--- src/pbocr_pkg.sv ---
package pbocr_pkg;

  localparam logic [7:0] ADDR_LOCK      = 8'h00;
  localparam logic [7:0] LOCK_VALUE     = 8'hA6;
  localparam logic [7:0] ADDR_P6_GAIN   = 8'h1B;
  localparam logic [7:0] ADDR_P6_OFFSET = 8'h1C;
  localparam logic [7:0] ADDR_P7_GAIN   = 8'h1D;
  localparam logic [7:0] ADDR_P7_OFFSET = 8'h1E;
  localparam logic [7:0] ADDR_P8_GAIN   = 8'h1F;
  localparam logic [7:0] ADDR_P8_OFFSET = 8'h20;
  localparam logic [7:0] ADDR_OC_LO     = 8'h21;
  localparam logic [7:0] ADDR_OC_HI     = 8'h22;

  localparam int         BAL_PHASES     = 3;
  localparam logic [4:0] GAIN_RESET     = 5'h10;
  localparam logic [4:0] OFFSET_RESET   = 5'h00;
  localparam logic [7:0] OC_RESET       = 8'h00;
  localparam logic [7:0] LOCK_RESET     = 8'h00;
  localparam int         OFS_SIGN_BIT   = 4;
  localparam int         OFS_MAG_MSB    = 3;
  localparam int         OC_FIELD_W     = 2;

  typedef struct packed {
    logic       wr_en;
    logic [7:0] addr;
    logic [7:0] wdata;
  } pbocr_wr_s;

  typedef struct packed {
    logic       negative;
    logic [3:0] magnitude;
  } pbocr_offset_s;

  typedef struct packed {
    logic [4:0]    gain;
    pbocr_offset_s offset;
  } pbocr_phase_s;

endpackage : pbocr_pkg

--- src/pbocr_phase_reg.sv ---
`timescale 1ns/10ps
module pbocr_phase_reg #(
  parameter logic [7:0] GAIN_ADDR   = 8'h1B,
  parameter logic [7:0] OFFSET_ADDR = 8'h1C
) (
  input  wire logic                    i_sys_clk,
  input  wire logic                    i_rst_n,
  input  wire logic                    i_ce,
  input  wire pbocr_pkg::pbocr_wr_s    i_wr,
  input  wire logic                    i_unlocked,
  output pbocr_pkg::pbocr_phase_s      o_phase
);

  pbocr_pkg::pbocr_phase_s st_r;
  pbocr_pkg::pbocr_phase_s st_nxt;

  always_comb begin
    st_nxt = st_r;
    if (i_wr.wr_en && i_unlocked) begin
      if (i_wr.addr == GAIN_ADDR) begin
        st_nxt.gain = i_wr.wdata[4:0];
      end
      if (i_wr.addr == OFFSET_ADDR) begin
        st_nxt.offset.negative  = i_wr.wdata[pbocr_pkg::OFS_SIGN_BIT];
        st_nxt.offset.magnitude = i_wr.wdata[pbocr_pkg::OFS_MAG_MSB:0];
      end
    end
  end

  always_ff @(posedge i_sys_clk or negedge i_rst_n) begin
    if (!i_rst_n) begin
      st_r.gain   <= pbocr_pkg::GAIN_RESET;
      st_r.offset <= pbocr_pkg::OFFSET_RESET;
    end else if (i_ce) begin
      st_r <= st_nxt;
    end
  end

  assign o_phase = st_r;

  a_locked_gain_hold: assert property (@(posedge i_sys_clk) disable iff (!i_rst_n)
    (i_ce && i_wr.wr_en && !i_unlocked) |=> $stable(st_r))
    else $error("phase register changed while locked");

  a_gain_write_lands: assert property (@(posedge i_sys_clk) disable iff (!i_rst_n)
    (i_ce && i_wr.wr_en && i_unlocked && i_wr.addr == GAIN_ADDR)
      |=> (st_r.gain == $past(i_wr.wdata[4:0])))
    else $error("gain write not stored");

  a_offset_sign_lands: assert property (@(posedge i_sys_clk) disable iff (!i_rst_n)
    (i_ce && i_wr.wr_en && i_unlocked && i_wr.addr == OFFSET_ADDR)
      |=> (st_r.offset.negative == $past(i_wr.wdata[4])))
    else $error("offset polarity not stored");

  a_offset_mag_lands: assert property (@(posedge i_sys_clk) disable iff (!i_rst_n)
    (i_ce && i_wr.wr_en && i_unlocked && i_wr.addr == OFFSET_ADDR)
      |=> (st_r.offset.magnitude == $past(i_wr.wdata[3:0])))
    else $error("offset magnitude not stored");

endmodule : pbocr_phase_reg

--- src/pbocr_regs.sv ---
`timescale 1ns/10ps
// Contract
// - balance gain is five bits, code n means (n+1)/16, resets to 10000
// - offset bit 4 picks polarity, 0 positive, 1 negative, resets 0
// - offset bits 3:0 give 15 mV steps per reference_input_voltage, reset 0000
// - gated fields are writable only while register 0x00 is not 0xA6
// - two-bit overcurrent gain: 00 1x, 01 0.9x, 10 0.8x, 11 0.7x, reset 00
// - phases1to4_overcurrent_gain holds phases one to four, phases5to8_overcurrent_gain phases five to eight, low phase low bits
// - balance pairs: phase6_balance_gain/phase6_balance_offset phase six, phase7_balance_gain/phase7_balance_offset seven, phase8_balance_gain/phase8_balance_offset eight
module pbocr_regs (
  input  wire logic        i_sys_clk,
  input  wire logic        i_rst_n,
  input  wire logic        i_ce,
  input  wire logic        i_wr_en,
  input  wire logic [7:0]  i_addr,
  input  wire logic [7:0]  i_wdata,
  output logic      [7:0]  o_rdata,
  output logic             o_locked,
  output logic      [29:0] o_bal_cfg,
  output logic      [15:0] o_oc_gain
);

  // lock register, the two overcurrent words and registered read data; balance phases live in submodules
  typedef struct packed {
    logic [7:0] lock;
    logic [7:0] oc_lo;
    logic [7:0] oc_hi;
    logic [7:0] rdata;
  } pbocr_state_s;

  pbocr_state_s            st_r;
  pbocr_state_s            st_nxt;
  pbocr_pkg::pbocr_wr_s    wr;
  pbocr_pkg::pbocr_phase_s ph [pbocr_pkg::BAL_PHASES];
  logic                    unlocked;

  assign wr.wr_en  = i_wr_en;
  assign wr.addr   = i_addr;
  assign wr.wdata  = i_wdata;
  // lock register itself is never gated, otherwise the lock could not be lifted
  assign unlocked  = (st_r.lock != pbocr_pkg::LOCK_VALUE);

  pbocr_phase_reg #(
    .GAIN_ADDR   (pbocr_pkg::ADDR_P6_GAIN),
    .OFFSET_ADDR (pbocr_pkg::ADDR_P6_OFFSET)
  ) u_ph6 (
    .i_sys_clk  (i_sys_clk),
    .i_rst_n    (i_rst_n),
    .i_ce       (i_ce),
    .i_wr       (wr),
    .i_unlocked (unlocked),
    .o_phase    (ph[0])
  );

  pbocr_phase_reg #(
    .GAIN_ADDR   (pbocr_pkg::ADDR_P7_GAIN),
    .OFFSET_ADDR (pbocr_pkg::ADDR_P7_OFFSET)
  ) u_ph7 (
    .i_sys_clk  (i_sys_clk),
    .i_rst_n    (i_rst_n),
    .i_ce       (i_ce),
    .i_wr       (wr),
    .i_unlocked (unlocked),
    .o_phase    (ph[1])
  );

  pbocr_phase_reg #(
    .GAIN_ADDR   (pbocr_pkg::ADDR_P8_GAIN),
    .OFFSET_ADDR (pbocr_pkg::ADDR_P8_OFFSET)
  ) u_ph8 (
    .i_sys_clk  (i_sys_clk),
    .i_rst_n    (i_rst_n),
    .i_ce       (i_ce),
    .i_wr       (wr),
    .i_unlocked (unlocked),
    .o_phase    (ph[2])
  );

  always_comb begin
    st_nxt = st_r;
    if (i_wr_en) begin
      if (i_addr == pbocr_pkg::ADDR_LOCK) begin
        st_nxt.lock = i_wdata;
      end
      if (unlocked && i_addr == pbocr_pkg::ADDR_OC_LO) begin
        st_nxt.oc_lo = i_wdata;
      end
      if (unlocked && i_addr == pbocr_pkg::ADDR_OC_HI) begin
        st_nxt.oc_hi = i_wdata;
      end
    end
    // read data registered; reads ignore the lock
    case (i_addr)
      pbocr_pkg::ADDR_LOCK:      st_nxt.rdata = st_r.lock;
      pbocr_pkg::ADDR_P6_GAIN:   st_nxt.rdata = {3'h0, ph[0].gain};
      pbocr_pkg::ADDR_P6_OFFSET: st_nxt.rdata = {3'h0, ph[0].offset};
      pbocr_pkg::ADDR_P7_GAIN:   st_nxt.rdata = {3'h0, ph[1].gain};
      pbocr_pkg::ADDR_P7_OFFSET: st_nxt.rdata = {3'h0, ph[1].offset};
      pbocr_pkg::ADDR_P8_GAIN:   st_nxt.rdata = {3'h0, ph[2].gain};
      pbocr_pkg::ADDR_P8_OFFSET: st_nxt.rdata = {3'h0, ph[2].offset};
      pbocr_pkg::ADDR_OC_LO:     st_nxt.rdata = st_r.oc_lo;
      pbocr_pkg::ADDR_OC_HI:     st_nxt.rdata = st_r.oc_hi;
      default:                   st_nxt.rdata = 8'h00;
    endcase
  end

  always_ff @(posedge i_sys_clk or negedge i_rst_n) begin
    if (!i_rst_n) begin
      st_r.lock  <= pbocr_pkg::LOCK_RESET;
      st_r.oc_lo <= pbocr_pkg::OC_RESET;
      st_r.oc_hi <= pbocr_pkg::OC_RESET;
      st_r.rdata <= 8'h00;
    end else if (i_ce) begin
      st_r <= st_nxt;
    end
  end

  assign o_rdata   = st_r.rdata;
  assign o_locked  = !unlocked;
  // phase eight on top, each phase {gain, sign, magnitude}
  assign o_bal_cfg = {ph[2], ph[1], ph[0]};
  // phase n field at bits 2n-1:2n-2, phase one lowest
  assign o_oc_gain = {st_r.oc_hi, st_r.oc_lo};

  a_oc_locked_hold: assert property (@(posedge i_sys_clk) disable iff (!i_rst_n)
    (i_ce && i_wr_en && !unlocked) |=> ($stable(st_r.oc_lo) && $stable(st_r.oc_hi)))
    else $error("overcurrent gain changed while locked");

  a_oc_lo_write: assert property (@(posedge i_sys_clk) disable iff (!i_rst_n)
    (i_ce && i_wr_en && unlocked && i_addr == pbocr_pkg::ADDR_OC_LO)
      |=> (o_oc_gain[7:0] == $past(i_wdata)))
    else $error("phases one to four gain not stored");

  a_oc_hi_write: assert property (@(posedge i_sys_clk) disable iff (!i_rst_n)
    (i_ce && i_wr_en && unlocked && i_addr == pbocr_pkg::ADDR_OC_HI)
      |=> (o_oc_gain[15:8] == $past(i_wdata)))
    else $error("phases five to eight gain not stored");

  a_lock_flag: assert property (@(posedge i_sys_clk) disable iff (!i_rst_n)
    (i_ce && i_wr_en && i_addr == pbocr_pkg::ADDR_LOCK)
      |=> (o_locked == ($past(i_wdata) == pbocr_pkg::LOCK_VALUE)))
    else $error("lock flag does not follow register zero");

  a_read_gain6: assert property (@(posedge i_sys_clk) disable iff (!i_rst_n)
    (i_ce && i_addr == pbocr_pkg::ADDR_P6_GAIN) |=> (o_rdata == {3'h0, $past(ph[0].gain)}))
    else $error("phase six gain read wrong");

  a_lock_always_wr: assert property (@(posedge i_sys_clk) disable iff (!i_rst_n)
    (i_ce && i_wr_en && i_addr == pbocr_pkg::ADDR_LOCK)
      |=> (st_r.lock == $past(i_wdata)))
    else $error("lock register write not stored");

  a_ce_freeze: assert property (@(posedge i_sys_clk) disable iff (!i_rst_n)
    (!i_ce)
      |=> ($stable(st_r) && $stable(o_bal_cfg)))
    else $error("state moved while clock enable low");

  a_p7_gain_lands: assert property (@(posedge i_sys_clk) disable iff (!i_rst_n)
    (i_ce && i_wr_en && unlocked && i_addr == pbocr_pkg::ADDR_P7_GAIN)
      |=> (o_bal_cfg[19:15] == $past(i_wdata[4:0])))
    else $error("phase seven gain not stored");

  a_p8_ofs_lands: assert property (@(posedge i_sys_clk) disable iff (!i_rst_n)
    (i_ce && i_wr_en && unlocked && i_addr == pbocr_pkg::ADDR_P8_OFFSET)
      |=> (o_bal_cfg[24:20] == $past(i_wdata[4:0])))
    else $error("phase eight offset not stored");

  a_bal_locked_hold: assert property (@(posedge i_sys_clk) disable iff (!i_rst_n)
    (i_ce && i_wr_en && !unlocked)
      |=> $stable(o_bal_cfg))
    else $error("balance settings changed while locked");

  a_read_lock: assert property (@(posedge i_sys_clk) disable iff (!i_rst_n)
    (i_ce && i_addr == pbocr_pkg::ADDR_LOCK)
      |=> (o_rdata == $past(st_r.lock)))
    else $error("lock register read wrong");

  a_read_oc_lo: assert property (@(posedge i_sys_clk) disable iff (!i_rst_n)
    (i_ce && i_addr == pbocr_pkg::ADDR_OC_LO)
      |=> (o_rdata == $past(st_r.oc_lo)))
    else $error("phases one to four gain read wrong");

  a_read_oc_hi: assert property (@(posedge i_sys_clk) disable iff (!i_rst_n)
    (i_ce && i_addr == pbocr_pkg::ADDR_OC_HI)
      |=> (o_rdata == $past(st_r.oc_hi)))
    else $error("phases five to eight gain read wrong");

  a_read_ofs6: assert property (@(posedge i_sys_clk) disable iff (!i_rst_n)
    (i_ce && i_addr == pbocr_pkg::ADDR_P6_OFFSET)
      |=> (o_rdata == {3'h0, $past(ph[0].offset)}))
    else $error("phase six offset read wrong");

  a_read_gain7: assert property (@(posedge i_sys_clk) disable iff (!i_rst_n)
    (i_ce && i_addr == pbocr_pkg::ADDR_P7_GAIN)
      |=> (o_rdata == {3'h0, $past(ph[1].gain)}))
    else $error("phase seven gain read wrong");

  a_read_ofs7: assert property (@(posedge i_sys_clk) disable iff (!i_rst_n)
    (i_ce && i_addr == pbocr_pkg::ADDR_P7_OFFSET)
      |=> (o_rdata == {3'h0, $past(ph[1].offset)}))
    else $error("phase seven offset read wrong");

  a_read_gain8: assert property (@(posedge i_sys_clk) disable iff (!i_rst_n)
    (i_ce && i_addr == pbocr_pkg::ADDR_P8_GAIN)
      |=> (o_rdata == {3'h0, $past(ph[2].gain)}))
    else $error("phase eight gain read wrong");

  a_read_ofs8: assert property (@(posedge i_sys_clk) disable iff (!i_rst_n)
    (i_ce && i_addr == pbocr_pkg::ADDR_P8_OFFSET)
      |=> (o_rdata == {3'h0, $past(ph[2].offset)}))
    else $error("phase eight offset read wrong");

  // holes read zero so a probing host never sees stale data
  a_unmapped_read: assert property (@(posedge i_sys_clk) disable iff (!i_rst_n)
    (i_ce && (i_addr > pbocr_pkg::ADDR_OC_HI ||
              (i_addr != pbocr_pkg::ADDR_LOCK && i_addr < pbocr_pkg::ADDR_P6_GAIN)))
      |=> (o_rdata == 8'h00))
    else $error("unmapped address read not zero");

  c_locked_write: cover property (@(posedge i_sys_clk) disable iff (!i_rst_n)
    i_ce && i_wr_en && !unlocked && i_addr == pbocr_pkg::ADDR_OC_LO);
  c_unlock_again: cover property (@(posedge i_sys_clk) disable iff (!i_rst_n)
    o_locked ##1 !o_locked);
  c_offset_write: cover property (@(posedge i_sys_clk) disable iff (!i_rst_n)
    i_ce && i_wr_en && unlocked && i_addr == pbocr_pkg::ADDR_P8_OFFSET);
  c_frozen_write: cover property (@(posedge i_sys_clk) disable iff (!i_rst_n)
    !i_ce && i_wr_en);
  c_lock_reg_read: cover property (@(posedge i_sys_clk) disable iff (!i_rst_n)
    i_ce && !i_wr_en && o_locked && i_addr == pbocr_pkg::ADDR_LOCK);

endmodule : pbocr_regs

--- config.mk ---
export PLATFORM = sky130hd
export DESIGN_NAME = pbocr_regs
export DESIGN_NICKNAME = d
export VERILOG_FILES = /design/src/pbocr_pkg.sv /design/src/pbocr_phase_reg.sv /design/src/pbocr_regs.sv
export SDC_FILE = /design/constraint.sdc
export NUM_CORES = 1
export LEC_CHECK = 0
export ABC_AREA = 1
export BUFFER_PORTS_ARGS = -buffer_cell sky130_fd_sc_hd__buf_4
export CORE_MARGIN = 5
export CORE_UTILIZATION = 39
export DETAILED_ROUTE_END_ITERATION = 8
export GPL_ROUTABILITY_DRIVEN = 0
export SLEW_MARGIN = 10
export SYNTH_ARGS = -nofsm -noshare
export SYNTH_HDL_FRONTEND = slang
export SYNTH_SLANG_ARGS = --single-unit
--- constraint.sdc ---
create_clock -name i_sys_clk -period 1.35 [get_ports i_sys_clk]
set_input_delay 0.27 -clock i_sys_clk [delete_from_list [all_inputs] [get_ports i_sys_clk]]
set_output_delay 0.27 -clock i_sys_clk [all_outputs]
set_load 0.01 [all_outputs]
==> qor.txt, run 1 <==
setup violators final: 46
clock-pin transition on the worst setup and hold timing paths: 70 ps
DR vias: 2,862
top cells by count, synth: nand2_1 (120), dfrtp_1 (59), inv_1 (37)
register bit total from synthesis: 62
Post-Syn Area: 0.00330 mm²
Most used DFF post-synth: dfrtp_1
GRT Overall Usage: 18.7%
hold crit path type: primary input to register
Worst Tran Pin Value: 395 ps
maxcap violations: 0
TritonCTS buffer count: 9
Sw Ratio: 25.9%
RSZ-0062 raised after global routing: true
Cell Rows: 33
total negative slack for setup checks: -3600 ps
Crit Path Class: register to primary output
routed length per instance: 15.6 µm
failing checks: negative setup slack
DR iter-0 viols: 110
status: complete, but fails checks
Power Density: 938 mW/mm²
ANT cells: 0
# DRC: 0
Seq pwr share: 48.7%
largest cells by area after synthesis: dfrtp_1 (45%), nand2_1 (14%), buf_4 (5.7%), nand3_1 (4.8%), o21ai_0 (4.5%)
core box area: 0.00822 mm²
peak supply drop: 823 µV
cell count after placement: 572
Max Clock Skew: 11.3 ps
average size of a mapped cell: 8.24 µm²
final hold vios: 0
Non-Filler Instances: 594
Area Overhead vs Synth: 29.6%
worst skew pair latency: 340 ps
Die Ht: 102 µm
vias in the first global route: 2,896
num ports: 75
maximum clock frequency: 0.650 GHz
clock power share: 41.0%
Ys Warns: 0
fin worst setup slack: -187 ps
hold_ws: 154 ps
EDFF count, synth: 0
Die W: 102 µm
nets: 504
CTS tree: built
fin crit share: 114%
Critical Path AT: 1270 ps
H-tree lvl count: 3
post-synthesis cell count: 401
Leak: 2.24 nW
top-area cell type share of the netlist area: 44.7%
first-pass GRT wire length: 14.9 mm
Synth cell types: 27
die area: 0.0104 mm²
port bufs: 74
Tmin final: 1540 ps
Max-slew headroom: 73.6%
Syn Nets: 421
TritonRoute pass-1 iters: 4
Final Max Tran Viols: 0
crit-path max FO: 2
initial core utilization: 40.2%
Comb power frac: 10.2%
Routed Antenna Nets: 0
P_int: 0.00298 W
register area share after synthesis: 47.1%
Cell Area, Placed: 0.00397 mm²
Post-DP HPWL: 7.02 mm
clock tree buffer depth: 2
Num Clock Sinks: 62
Vias/cell: 4.82
Sw Pwr: 0.00104 W
Setup crit end kind: primary output
Required @ worst endpoint: 1080 ps
startpoint types: register
count leader, synth: nand2_1
post-synth top area cell: dfrtp_1
routed wire length: 9.24 mm
final instance area: 0.00428 mm²
pre-CTS WS: -78.7 ps
layout cells sized above 1: 34.4%
grt ovf: 0
root buffer cell: clkbuf_8
initial antenna violation count: 0
async set or reset register ratio after synthesis: 100%
largest net degree at the start of global routing: 37
-- power by group through the flow --
stage	Clock [W]	Sequential, W	Combinational [W]
after floorplan	0	0.00199	0.000179
after global placement	0	0.00199	0.000400
after detailed placement	0	0.00199	0.000405
after CTS	0.00168	0.00196	0.000415
after global routing	0.00175	0.00196	0.000455
final	0.00165	0.00196	0.000411
-- cell type report --
cell class,count,area [µm²]
inverters,41,156
fillers,801,3940
flip-flops and latches,62,1560
clock inverters,6,61.3
multi-input cells,271,1440
repair buffers,99,803
clock buffers,10,138
well taps,105,131
-- metal layers --
layer | track usage [%] | part of all wire (%) | wire, µm
met5 | 0 | 0 | 0
met3 | 5.73 | 6.8 | 628
met2 | 29.9 | 48 | 4450
met4 | 4.24 | 1.4 | 125
met1 | 25.2 | 44 | 4040
-- flip-flops by register name, summed over array words and instances (netlist names) --
register and cells:
u_ph8.o_phase 10, u_ph7.o_phase 10, o_rdata 8, st_r 8, u_ph6.o_phase 10, o_oc_gain 16
-- final timing paths --
kind,from,to,slack [ps],depth (start not counted)
max in group asynchronous,i_rst_n,u_ph7.o_phase[1],470,3
hold / removal,i_wdata[6],o_oc_gain[6],150,3
hold reg to reg,o_rdata[5],o_rdata[5],490,2
setup reg to reg,st_r[27],o_oc_gain[13],-130,10
min in group asynchronous,i_rst_n,u_ph7.o_phase[6],390,2
setup / recovery,st_r[27],o_locked,-190,6
-- per-stage QoR --
step	power (W)	utilization, %
5_1_grt	0.00417	52.1
4_1_cts	0.00406	51.7
3_3_place_gp	0.00239	48.3
6_report	0.00401	52.1
3_5_place_dp	0.00240	48.3
2_1_floorplan	0.00217	-
-- critical path: stages (launching register included) --
cell     delay (ps)
dfrtp_1         400
inv_2            60
nand2_2          50
nor3b_4         200
nand2_4          70
inv_2            50
buf_6            90
-- what timing repair did --
action	CTS	global route
resized for setup	9	7
buffers inserted	1	1
hold buffers	1	0
cloned	2	1
endpoints found under the hold margin	23	0
endpoints found under the setup margin	25	47
pin swaps	1	1
-- cell usage in the layout (no fill, tap or decap), drive strengths merged, types with 5 or more instances in the layout --
master,n
nand2,128
buf,98
dfrtp,59
o21ai,52
nor2,46
inv,40
nand3,32
clkbuf,10
nand4,6
clkinv,5
-- cell families after synthesis --
logic type             Yosys count  share of synthesized area [%]
AND/OR/NAND/NOR                211                           30.7
buffers and inverters           71                           11.9
flip-flops                      62                           47.1
AO/OA/AOI/OAI                   54                           9.31
multiplexers                     3                           1.02
(Power assumes the default switching activity.)
==> inputs of run 2 (changes only) <==
- ABC_AREA: 1 -> default
- CORE_MARGIN: 5 -> 4
==> qor.txt, run 2 <==
status: complete, but fails checks (unchanged)
failing checks: negative setup slack (unchanged)
initial core utilization: 41.0% (was 40.2%)
Num Clock Sinks: 62 (unchanged)
setup violators final: 63 (was 46)
fin worst setup slack: -437 ps (was -187 ps)
post-synthesis cell count: 230 (was 401)
flip-flop count of the largest register after layout: 16 (unchanged)
Post-DP HPWL: 6.15 mm (was 7.02 mm)
DR iter-0 viols: 106 (was 110)
core box area: 0.00741 mm² (was 0.00822 mm²)
Ys Warns: 0 (unchanged)
Leak: 2.24 nW (about the same)
ANT cells: 0 (unchanged)
top cells by count, synth: dfrtp_1 (59), mux2_2 (57), buf_4 (25) (was nand2_1 (120), dfrtp_1 (59), inv_1 (37))
Power Density: 893 mW/mm² (was 938 mW/mm²)
Routed Antenna Nets: 0 (unchanged)
crit-path max FO: 8 (was 2)
EDFF count, synth: 0 (unchanged)
register bit total from synthesis: 62 (unchanged)
async set or reset register ratio after synthesis: 100% (unchanged)
r2r setup slk: -440 ps (was -130 ps)
Crit Path Class: register to register (was register to primary output)
TritonCTS buffer count: 9 (unchanged)
grt ovf: 0 (unchanged)
average size of a mapped cell: 13.2 µm² (was 8.24 µm²)
GRT Overall Usage: 19.2% (was 18.7%)
pre-CTS WS: -749 ps (was -78.7 ps)
Cell Rows: 31 (was 33)
Die W: 96.3 µm (was 102 µm)
CTS tree: built (unchanged)
clock tree buffer depth: 2 (unchanged)
most frequent cells in the layout: buf_4 (117), dfrtp_1 (59), mux2_2 (33) (was nand2_1 (119), buf_4 (92), dfrtp_1 (59))
Finished Core Util: 60.6% (was 52.1%)
Vias/cell: 5.06 (was 4.82)
first-pass GRT wire length: 13.0 mm (was 14.9 mm)
maxcap violations: 0 (unchanged)
Most used DFF post-synth: dfrtp_1 (unchanged)
Post-Syn Area: 0.00304 mm² (was 0.00330 mm²)
most common cell after layout, fill and taps aside: buf_4 (was nand2_1)
maximum clock frequency: 0.560 GHz (was 0.650 GHz)
Syn Nets: 250 (was 421)
TritonRoute pass-1 iters: 5 (was 4)
fin crit share: 132% (was 114%)
root buffer cell: clkbuf_8 (unchanged)
worst skew pair latency: 340 ps (about the same)
startpoint types: register (unchanged)
register area share after synthesis: 51.2% (was 47.1%)
Max-slew headroom: 61.3% (was 73.6%)
Synth cell types: 37 (was 27)
layout cells sized above 1: 68.5% (was 34.4%)
total negative slack for setup checks: -21,940 ps (was -3600 ps)
Non-Filler Instances: 451 (was 594)
largest cells by area after synthesis: dfrtp_1 (49%), mux2_2 (21%), buf_4 (6.2%), a222oi_1 (3.0%), dfstp_2 (2.6%) (was dfrtp_1 (45%), nand2_1 (14%), buf_4 (5.7%), nand3_1 (4.8%), o21ai_0 (4.5%))
count leader, synth: dfrtp_1 (was nand2_1)
Die Ht: 96.3 µm (was 102 µm)
Final Max Tran Viols: 0 (unchanged)
die area: 0.00927 mm² (was 0.0104 mm²)
port bufs: 74 (unchanged)
initial antenna violation count: 0 (unchanged)
Area Overhead vs Synth: 47.9% (was 29.6%)
Tmin final: 1790 ps (was 1540 ps)
routed length per instance: 18.2 µm (was 15.6 µm)
RSZ-0062 raised after global routing: true (unchanged)
# DRC: 0 (unchanged)
peak supply drop: 594 µV (was 823 µV)
routed wire length: 8.22 mm (was 9.24 mm)
largest net degree at the start of global routing: 42 (was 37)
post-synth top area cell: dfrtp_1 (unchanged)
DR vias: 2,281 (was 2,862)
clock-pin transition on the worst setup and hold timing paths: 70 ps (about the same)
H-tree lvl count: 3 (unchanged)
Critical Path AT: 2010 ps (was 1270 ps)
Max Clock Skew: 11.0 ps (was 11.3 ps)
nets: 367 (was 504)
top-area cell type share of the netlist area: 48.6% (was 44.7%)
hold crit path type: primary input to register (unchanged)
cell count after placement: 429 (was 572)
Required @ worst endpoint: 1570 ps (was 1080 ps)
Setup crit end kind: register (was primary output)
Worst Tran Pin Value: 574 ps (was 395 ps)
Power Total: 0.00401 W (about the same)
num ports: 75 (unchanged)
final hold vios: 0 (unchanged)
vias in the first global route: 2,422 (was 2,896)
[run 2: what timing repair did]
action	4_1_cts	5_1_grt
pin swaps	14	6
buffers inserted	6	0
endpoints found under the setup margin	65	65
hold buffers	1	0
hold endpoints to repair	59	0
resized for setup	29	4
[run 2: metrics by stage]
step / cell area, µm² / hold slack, ps
after floorplan: 3210 / -25.6
after global placement: 4130 / 253
after detailed placement: 4130 / 254
after CTS: 4480 / 164
after global routing: 4490 / 175
final: 4490 / 178
[run 2: metal layers]
metal / part of all wire, % / GRT usage [%] / routed length, µm / vias to the layer above
li1: - / - / - / 1072
met1: 48 / 27.5 / 3930 / 1146
met2: 46 / 28.5 / 3770 / 56
met3: 5.0 / 3.75 / 410 / 7
met4: 1.3 / 7.11 / 108 / 0
met5: 0 / 0 / 0 / -
[run 2: power breakdown]
group | internal (W) | total, W | switching (W)
clock network | 0.000945 | 0.00166 | 0.000718
registers | 0.00190 | 0.00194 | 0.0000350
logic | 0.000225 | 0.000414 | 0.000189
[run 2: path summary, 6_finish.rpt]
check	startpoint	end	depth (start not counted)
setup / recovery	st_r[28]	u_ph8.o_phase[6]	6
hold / removal	i_wdata[6]	o_oc_gain[6]	2
setup reg to reg	st_r[28]	u_ph8.o_phase[6]	6
hold reg to reg	o_rdata[3]	o_rdata[3]	2
max in group asynchronous	i_rst_n	o_oc_gain[10]	3
min in group asynchronous	i_rst_n	u_ph7.o_phase[1]	3
[run 2: cells by family (layout without fill, tap and decap cells)]
| logic type | count (synthesis) | after routing | synth area share (%) |
|---|---|---|---|
| simple gates | 34 | 34 | 9.19 |
| flops | 62 | 62 | 51.2 |
| buf+inv | 45 | 167 | 8.81 |
| mux | 59 | 59 | 22.6 |
| compound gates | 30 | 30 | 8.20 |
[run 2: area by class of cell]
type | instances | area [µm²]
clock buffers | 12 | 155
clock inverters | 4 | 45.0
fillers | 649 | 2920
inverters | 11 | 41.3
multi-input cells | 123 | 1390
flip-flops and latches | 62 | 1560
well taps | 99 | 124
repair buffers | 140 | 1180
[run 2: critical path: stages (launching register included)]
cell and delay (ps):
dfrtp_1 390, nor4bb_2 300, nand4_1 160, and3_4 220, nand4_1 140, buf_12 140, mux2_2 320
